--- config.mk ---
export PLATFORM = sky130hd
export DESIGN_NAME = motion_irq_enable_status_bank
export DESIGN_NICKNAME = d
export VERILOG_FILES = /design/src/verilog/motion_irq_pkg.sv /design/src/verilog/motion_irq_enable_status_bank.sv
export SDC_FILE = /design/constraint.sdc
export NUM_CORES = 1
export LEC_CHECK = 0
export BUFFER_PORTS_ARGS = -buffer_cell sky130_fd_sc_hd__buf_2
export CORE_ASPECT_RATIO = 0.9
export CORE_UTILIZATION = 50
export DETAILED_ROUTE_END_ITERATION = 10
export HOLD_SLACK_MARGIN = 0.06
export PLACE_DENSITY = 0.8
export SLEW_MARGIN = 20
export SYNTH_ARGS = -nofsm -noshare
export SYNTH_HDL_FRONTEND = slang
export SYNTH_SLANG_ARGS = --single-unit
--- constraint.sdc ---
create_clock -name clk -period 5.2 [get_ports clk]
set_clock_uncertainty 0.1 [all_clocks]
set_input_delay 0.26 -clock clk [delete_from_list [all_inputs] [get_ports clk]]
set_output_delay 0.26 -clock clk [all_outputs]
set_load 0.05 [all_outputs]
--- src/verilog/motion_irq_pkg.sv ---
package motion_irq_pkg;

  // Register indices; the byte address is four times the index
  localparam logic [7:0] env2_index = 8'h04;
  localparam logic [7:0] status_index = 8'h26;
  localparam logic [7:0] cause_index = 8'h2A;
  localparam int addr_width = 10;
  localparam logic [addr_width-1:0] env2_addr = {env2_index, 2'b00};
  localparam logic [addr_width-1:0] status_addr = {status_index, 2'b00};
  localparam logic [addr_width-1:0] cause_addr = {cause_index, 2'b00};

  // Second environment register fields
  localparam int env2_low_width = 16;
  localparam int irq_output_mask_pos = 16;
  localparam int auto_stop_irq_en_pos = 17;
  localparam int cmd_stop_irq_en_pos = 18;
  localparam int sync_start_irq_en_pos = 19;
  localparam int ramp_down_irq_en_pos = 20;
  localparam int encoder_err_irq_en_pos = 21;
  localparam int pulser_err_irq_en_pos = 22;
  localparam int env2_top_pos = 22;
  localparam logic [31:0] env2_reset = 32'h0000_0000;

  // Cause flag fields
  localparam int cause_encoder_err_pos = 5;
  localparam int cause_pulser_err_pos = 6;
  localparam int cause_auto_stop_pos = 7;
  localparam int cause_cmd_stop_pos = 8;
  localparam int cause_sync_start_pos = 9;
  localparam int cause_ramp_down_pos = 10;
  localparam int cause_width = 11;
  localparam logic [cause_width-1:0] cause_reset = 11'h000;

  // Status register fields
  localparam int phase_monitor_pos = 0;
  localparam int excitation_default_pos = 4;
  localparam int ub_level_pos = 5;
  localparam int fh_level_pos = 6;
  localparam int index_level_pos = 7;
  localparam int index_count_pos = 8;
  localparam int encoder_b_pos = 12;
  localparam int encoder_a_pos = 13;
  localparam int pulser_b_pos = 14;
  localparam int pulser_a_pos = 15;
  localparam int position_zero_pos = 16;
  localparam int neg_limit_pos = 17;
  localparam int pos_limit_pos = 18;
  localparam int slowdown_latched_pos = 19;
  localparam int slowdown_live_pos = 20;
  localparam int origin_pos = 21;
  localparam int in_position_pos = 22;
  localparam int deviation_clear_pos = 23;
  localparam int operating_state_pos = 24;
  localparam int ramp_point_pos = 28;
  localparam int sync_start_pos = 29;
  localparam int stop_input_pos = 30;
  localparam int irq_line_pos = 31;

  // Operating state codes
  localparam logic [3:0] op_stopped = 4'h0;
  localparam logic [3:0] op_wait_direction = 4'h1;
  localparam logic [3:0] op_wait_start = 4'h2;
  localparam logic [3:0] op_wait_pulser = 4'h3;
  localparam logic [3:0] op_dir_timer = 4'h4;
  localparam logic [3:0] op_clear_timer = 4'h5;
  localparam logic [3:0] op_low_speed = 4'h7;
  localparam logic [3:0] op_start_stop = 4'hF;

  localparam int pin_count = 14;
  localparam logic [pin_count-1:0] pin_sync_reset = 14'h0000;

  typedef enum logic [1:0] {
    bus_idle = 2'b01,
    bus_answer = 2'b10
  } bus_state_t;

endpackage
--- src/verilog/motion_irq_enable_status_bank.sv ---
`timescale 1ns/1ns
module motion_irq_enable_status_bank
  import motion_irq_pkg::*;
(
  input wire logic clk,
  input wire logic rstn,
  input wire logic [motion_irq_pkg::addr_width-1:0] address,
  input wire logic read,
  input wire logic write,
  input wire logic [3:0] byteenable,
  input wire logic [31:0] writedata,
  output logic [31:0] readdata,
  output logic waitrequest,
  input wire logic auto_stop_event,
  input wire logic cmd_stop_event,
  input wire logic sync_start_event,
  input wire logic ramp_down_event,
  input wire logic encoder_err_event,
  input wire logic pulser_err_event,
  input wire logic [3:0] excitation_phase_out,
  input wire logic excitation_default,
  input wire logic [3:0] index_count,
  input wire logic position_count_zero,
  input wire logic slowdown_is_input,
  input wire logic slowdown_latch_clear,
  input wire logic deviation_clear_out,
  input wire logic [3:0] operating_state_code,
  input wire logic ramp_point_passed,
  input wire logic ub_input,
  input wire logic fh_input,
  input wire logic encoder_index,
  input wire logic encoder_a,
  input wire logic encoder_b,
  input wire logic pulser_a_or_plus_dir,
  input wire logic pulser_b_or_minus_dir,
  input wire logic neg_end_limit,
  input wire logic pos_end_limit,
  input wire logic slowdown_input,
  input wire logic origin_input,
  input wire logic in_position_input,
  input wire logic sync_start_n,
  input wire logic stop_input,
  output logic irq_n,
  output logic [motion_irq_pkg::env2_low_width-1:0] env2_low,
  output logic irq_output_mask,
  output logic [5:0] irq_enables,
  output logic [motion_irq_pkg::cause_width-1:0] irq_cause_flags
);
  import motion_irq_pkg::*;

  logic rst_meta;
  logic rst_sync;
  logic rst_n;

  bus_state_t bus_state;
  bus_state_t next_bus_state;
  logic req;
  logic accept;
  logic env2_write;
  logic cause_write;

  logic [31:0] env2;
  logic [cause_width-1:0] cause_set;
  logic [cause_width-1:0] cause_clear;

  logic [pin_count-1:0] pin_raw;
  logic [pin_count-1:0] pin_s1;
  logic [pin_count-1:0] pin_s2;
  logic [pin_count-1:0] pin_s3;
  logic [pin_count-1:0] pin_level;

  logic slowdown_latched;
  logic irq_pending;
  logic [31:0] status_word;
  logic [31:0] cause_word;

  // Reset release through two flip-flops
  always_ff @(posedge clk or negedge rstn)
  begin
    if (!rstn)
    begin
      rst_meta <= 1'b0;
      rst_sync <= 1'b0;
    end
    else
    begin
      rst_meta <= 1'b1;
      rst_sync <= rst_meta;
    end
  end

  assign rst_n = rst_sync;

  // Pin order: sync start is inverted so a low terminal reads as on
  // UB and FH are terminals as well and get the same filtering
  assign pin_raw = {
    fh_input,
    ub_input,
    ~sync_start_n,
    stop_input,
    in_position_input,
    origin_input,
    slowdown_input,
    pos_end_limit,
    neg_end_limit,
    pulser_a_or_plus_dir,
    pulser_b_or_minus_dir,
    encoder_a,
    encoder_b,
    encoder_index
  };

  // Three stages; the filtered level moves once stages two and three agree
  always_ff @(posedge clk or negedge rst_n)
  begin
    if (!rst_n)
    begin
      pin_s1 <= pin_sync_reset;
      pin_s2 <= pin_sync_reset;
      pin_s3 <= pin_sync_reset;
    end
    else
    begin
      pin_s1 <= pin_raw;
      pin_s2 <= pin_s1;
      pin_s3 <= pin_s2;
    end
  end

  always_ff @(posedge clk or negedge rst_n)
  begin
    if (!rst_n)
    begin
      pin_level <= pin_sync_reset;
    end
    else
    begin
      pin_level <= (pin_s2 & pin_s3) | (pin_level & (pin_s2 | pin_s3));
    end
  end

  // Avalon-MM: every access answers in the cycle after it is seen
  assign req = read | write;
  assign waitrequest = req & (bus_state == bus_idle);
  assign accept = req & (bus_state == bus_answer);

  // Write strobes for the two writable registers
  assign env2_write = accept & write & (address == env2_addr);
  assign cause_write = accept & write & (address == cause_addr);

  always_comb
  begin
    next_bus_state = bus_state;
    case (bus_state)
      bus_idle:
      begin
        if (req)
        begin
          next_bus_state = bus_answer;
        end
      end
      bus_answer:
      begin
        next_bus_state = bus_idle;
      end
      default:
      begin
        next_bus_state = bus_idle;
      end
    endcase
  end

  always_ff @(posedge clk or negedge rst_n)
  begin
    if (!rst_n)
    begin
      bus_state <= bus_idle;
    end
    else
    begin
      bus_state <= next_bus_state;
    end
  end

  // Environment register, bits above the enable field stay zero
  always_ff @(posedge clk or negedge rst_n)
  begin
    if (!rst_n)
    begin
      env2 <= env2_reset;
    end
    else if (env2_write)
    begin
      for (int b = 0; b < 3; b++)
      begin
        if (byteenable[b])
        begin
          env2[b*8 +: 8] <= writedata[b*8 +: 8];
        end
      end
      env2[31:env2_top_pos+1] <= '0;
    end
  end

  assign env2_low = env2[env2_low_width-1:0];
  assign irq_output_mask = env2[irq_output_mask_pos];
  assign irq_enables = env2[pulser_err_irq_en_pos:auto_stop_irq_en_pos];

  // Gated event sources
  always_comb
  begin
    cause_set = '0;
    cause_set[cause_auto_stop_pos] = auto_stop_event & env2[auto_stop_irq_en_pos];
    cause_set[cause_cmd_stop_pos] = cmd_stop_event & env2[cmd_stop_irq_en_pos];
    cause_set[cause_sync_start_pos] = sync_start_event & env2[sync_start_irq_en_pos];
    cause_set[cause_ramp_down_pos] = ramp_down_event & env2[ramp_down_irq_en_pos];
    cause_set[cause_encoder_err_pos] = encoder_err_event & env2[encoder_err_irq_en_pos];
    cause_set[cause_pulser_err_pos] = pulser_err_event & env2[pulser_err_irq_en_pos];
  end

  // Write-one-to-clear on the low two lanes
  always_comb
  begin
    cause_clear = '0;
    if (cause_write)
    begin
      if (byteenable[0])
      begin
        cause_clear[7:0] = writedata[7:0];
      end
      if (byteenable[1])
      begin
        cause_clear[cause_width-1:8] = writedata[cause_width-1:8];
      end
    end
  end

  // A new event wins over a clear in the same cycle
  always_ff @(posedge clk or negedge rst_n)
  begin
    if (!rst_n)
    begin
      irq_cause_flags <= cause_reset;
    end
    else
    begin
      irq_cause_flags <= (irq_cause_flags & ~cause_clear) | cause_set;
    end
  end

  assign irq_pending = |irq_cause_flags;

  // Flags keep updating under the mask; only the pin is held high
  always_ff @(posedge clk or negedge rst_n)
  begin
    if (!rst_n)
    begin
      irq_n <= 1'b1;
    end
    else
    begin
      irq_n <= ~(irq_pending & ~env2[irq_output_mask_pos]);
    end
  end

  // Slow-down latch, held until the motion core clears it
  always_ff @(posedge clk or negedge rst_n)
  begin
    if (!rst_n)
    begin
      slowdown_latched <= 1'b0;
    end
    else if (pin_level[7])
    begin
      slowdown_latched <= 1'b1;
    end
    else if (slowdown_latch_clear)
    begin
      slowdown_latched <= 1'b0;
    end
  end

  // Status word assembly
  always_comb
  begin
    status_word = '0;
    status_word[phase_monitor_pos +: 4] = excitation_phase_out;
    status_word[excitation_default_pos] = excitation_default;
    status_word[ub_level_pos] = pin_level[12];
    status_word[fh_level_pos] = pin_level[13];
    status_word[index_level_pos] = pin_level[0];
    status_word[index_count_pos +: 4] = index_count;
    status_word[encoder_b_pos] = pin_level[1];
    status_word[encoder_a_pos] = pin_level[2];
    status_word[pulser_b_pos] = pin_level[3];
    status_word[pulser_a_pos] = pin_level[4];
    status_word[position_zero_pos] = position_count_zero;
    status_word[neg_limit_pos] = pin_level[5];
    status_word[pos_limit_pos] = pin_level[6];
    status_word[slowdown_latched_pos] = slowdown_latched;
    status_word[slowdown_live_pos] = pin_level[7] & slowdown_is_input;
    status_word[origin_pos] = pin_level[8];
    status_word[in_position_pos] = pin_level[9];
    status_word[deviation_clear_pos] = deviation_clear_out;
    status_word[operating_state_pos +: 4] = operating_state_code;
    status_word[ramp_point_pos] = ramp_point_passed;
    status_word[sync_start_pos] = pin_level[11];
    status_word[stop_input_pos] = pin_level[10];
    status_word[irq_line_pos] = ~irq_n;
  end

  // Cause flags widened to a bus word
  always_comb
  begin
    cause_word = '0;
    cause_word[cause_width-1:0] = irq_cause_flags;
  end

  // Read data, captured while waitrequest is high; unmapped reads give zero
  always_ff @(posedge clk or negedge rst_n)
  begin
    if (!rst_n)
    begin
      readdata <= 32'h0000_0000;
    end
    else if (read && bus_state == bus_idle)
    begin
      if (address == env2_addr)
      begin
        readdata <= env2;
      end
      else if (address == status_addr)
      begin
        readdata <= status_word;
      end
      else if (address == cause_addr)
      begin
        readdata <= cause_word;
      end
      else
      begin
        readdata <= 32'h0000_0000;
      end
    end
  end

endmodule

==> metrics.md <==
| Metric | Value |
|---|---|
| Worst VDD drop | `0.271 mV` |
| Total grt overflow | `0` |
| Pre-antenna DRT Iters | `5` |
| CTS sink count | `128` |
| Largest net degree at the start of global routing | `86` |
| # fillers | `565` |
| Hold EP | `readdata[20]` |
| Post-Syn Nets | `423` |
| Final net count | `645` |
| CTS max path bufs | `2` |
| YS warnings | `0` |
| R2r endpoint | `irq_cause_flags[7]` |
| Worst-skew pair later-pin latency | `0.51 ns` |
| Vias per Instance | `5.48` |
| DR WL/cell | `18.1 um` |
| Total power | `2.69 mW` |
| Diodes inserted | `0` |
| Sequential-to-total area share from yosys stat | `0.668` |
| Final Routed Wirelength | `12,500 um` |
| Status | `finished, final reports clean` |
| Vias post-DR | `3,790` |
| Placed cells | `591` |
| Yosys top cell by area | `dfrtp_1` |
| Initial drt markers | `232` |
| Syn Inst Count | `335` |
| CTS root buf | `clkbuf_8` |
| Worst hold path class | `input pin to register` |
| Fin. max-slew vios | `0` |
| RSZ-0062 raised after global routing | `no` |
| Die width | `105 um` |
| Leakage | `3.36 nW` |
| Maximum Capacitance Violations | `0` |
| R2R depth | `4` |
| Vias in the first global route | `3,904` |
| CP max stage delay | `0.58 ns` |
| Reg2Reg Setup Slack | `3.09 ns` |
| FF+latch area | `3210 sq um` |
| Cell area after synthesis | `4800 sq um` |
| Port-buffer cells | `145` |
| Hold Path Depth | `3` |
| Setup Fix Bufs, Post-CTS | `0` |
| Layout cells sized above 1 | `0.386` |
| Final non-filler cell total | `692` |
| Crit path launch type | `input pin` |
| Gpl congestion | `0.809` |
| CTS Hold Bufs | `66` |
| CTS Buf Count | `17` |
| PD cells | `387 nW/um^2` |
| Worst Path Max Fanout | `3` |
| Crit path DAT | `2.10 ns` |
| Number of antenna violations at the first check in global routing | `0` |
| Area growth from synthesis to layout | `44.8%` |
| CTS resizes | `0` |
| Row Count | `33` |
| First-pass GRT wire length | `19,800 um` |
| Crit-path cells | `dlygate4sd3_1, buf_2, nor2_1, dlygate4sd3_1, nor3b_1, buf_2` |
| Worst Setup Path Type | `input pin to output pin` |
| Final setup fails | `0` |
| PnR worst setup slack | `2.74 ns` |
| Area share of the largest cell type after synthesis | `0.657` |
| Slew Limit Headroom | `0.373` |
| I/O pin cnt | `156` |
| Worst hold start | `slowdown_is_input` |
| Initial Util | `0.522` |
| Period minus WS final | `2.46 ns` |
| H-tree level count | `4` |
| Final Hold Vio Count | `0` |
| Synth cell types | `38` |
| Worst-path clk slew | `0.06 ns` |
| # DRC | `0` |
| Final Cycle Share | `0.473` |
| DP Wirelength | `7880 um` |
| Core area | `9210 sq um` |
| Syn Area/Cell | `14.3 sq um` |
| Achievable Freq | `406 MHz` |
| CP endpoint kind | `output pin` |
| Top post-synthesis cells by area | `dfrtp_1 66%, mux2_2 5.4%, nand3b_1 3.6%` |
| All-layer global routing usage | `0.266` |
| CTS tree | `built` |
| Setup WS pre-CTS | `2.53 ns` |
| Die extent in y | `95.0 um` |
| CP Data Required Time | `4.84 ns` |
| Footprint of the multi-input gates | `1550 sq um` |
| Post-route setup TNS | `0 ns` |
| Flops & latches, synth | `128` |
| Worst path slowest cell | `dlygate4sd3_1` |
| Die area | `10,000 sq um` |
| Worst r2r src | `bus_state[1]` |
| Slew @ Worst Pin | `0.941 ns` |
| Post-route antenna net violation count | `0` |
==> layout by cell type (no fill, tap or decap), types with 3 or more instances in the layout <==
| cell type | Yosys | layout |
|---|---|---|
| buf_2 | 4 | 145 |
| dfrtp_1 | 126 | 125 |
| dlygate4sd3_1 | 0 | 68 |
| nand3b_1 | 23 | 23 |
| mux2_2 | 23 | 23 |
| a221o_1 | 17 | 17 |
| clkbuf_16 | 0 | 16 |
| maj3_1 | 14 | 14 |
| nor2_1 | 13 | 13 |
| a21o_1 | 12 | 12 |
| a21oi_1 | 12 | 12 |
| a211oi_1 | 11 | 11 |
| a22o_1 | 9 | 9 |
| and2_1 | 8 | 8 |
| nor2b_1 | 6 | 6 |
| a21boi_0 | 5 | 5 |
| inv_1 | 4 | 4 |
| clkbuf_8 | 0 | 4 |
| clkinv_2 | 0 | 4 |
| buf_4 | 0 | 4 |
| nor4_2 | 0 | 3 |
| and4b_1 | 3 | 3 |
| nor3b_1 | 3 | 3 |
| nand4b_1 | 3 | 3 |
| and2_0 | 3 | 3 |
| clkinv_4 | 0 | 3 |
==> sequential cells by signal, summed over array words and instances (netlist names) <==
signal / count
pin_s1: 14
pin_s2: 14
irq_n: 1
rst_n: 1
slowdown_latched: 1
pin_s3: 14
bus_state: 2
rst_meta: 1
env2: 23
irq_cause_flags: 11
readdata: 32
pin_level: 14
==> power breakdown <==
group          switching [mW]  internal, mW
logic                   0.302         0.154
clock network           0.435         0.673
registers              0.0514          1.08
==> critical path, delay by kind of cell <==
family	cells	cell delay (ns)
simple gates	2	0.31
buf+inv	4	1.53
==> cells by family after synthesis <==
group / synth area share
other: 0.000781
AND/OR/NAND/NOR: 0.118
AO/OA/AOI/OAI: 0.113
multiplexers: 0.0539
adder cells (fa/ha/maj): 0.0292
buffers and inverters: 0.0175
flip-flops: 0.668
==> Yosys cell counts (all sizes together) <==
cell type / n
dfrtp: 126
mux2: 23
nand3b: 23
a221o: 17
maj3: 14
nor2: 13
a21o: 12
a21oi: 12
a211oi: 11
and2: 11
clkbuf: 10
a22o: 9
nor2b: 6
nor4: 6
a21boi: 5
buf: 5
inv: 4
and4b: 3
nand4: 3
nand4b: 3
nor3b: 3
and4: 2
dfstp: 2
nand2: 2
a31o: 1
a41oi: 1
and3b: 1
conb: 1
nor3: 1
nor4b: 1
o31ai: 1
or2: 1
or4: 1
or4b: 1
==> worst max path at each step <==
stage / from / to / depth (start not counted)
4_1_cts: read / waitrequest / 6
5_1_grt: address[6] / irq_cause_flags[7] / 6
3_3_place_gp: address[4] / env2[12] / 4
2_1_floorplan: rst_n / bus_state[1] / 0
6_report: read / waitrequest / 6
3_5_place_dp: address[4] / env2[12] / 4
==> stage by stage <==
stage                     hold WS [ns]  instance area, sq um   util
after floorplan                 -0.136                  4800      -
after CTS                       0.0650                  6890  0.748
after global routing            0.0842                  6950  0.755
final                           0.0760                  6950  0.755
after detailed placement       -0.0542                  5660  0.615
after global placement         -0.0552                  5660  0.615
==> cell type report <==
type	instances	area share
flip-flops and latches	128	0.462
well taps	122	0.0220
clock inverters	12	0.0157
repair buffers	218	0.211
inverters	4	0.00216
multi-input cells	188	0.222
clock buffers	20	0.0655
==> per-layer routing <==
| metal | part of all wire | vias to the layer above | global-route usage | routed length (um) |
|---|---|---|---|---|
| li1 | - | 1691 | - | - |
| met1 | 0.41 | 1904 | 0.330 | 5180 |
| met2 | 0.50 | 170 | 0.456 | 6320 |
| met3 | 0.063 | 25 | 0.0725 | 792 |
| met4 | 0.019 | 0 | 0.0880 | 233 |
| met5 | 0 | - | 0 | 0 |
(Power assumes the default switching activity.)
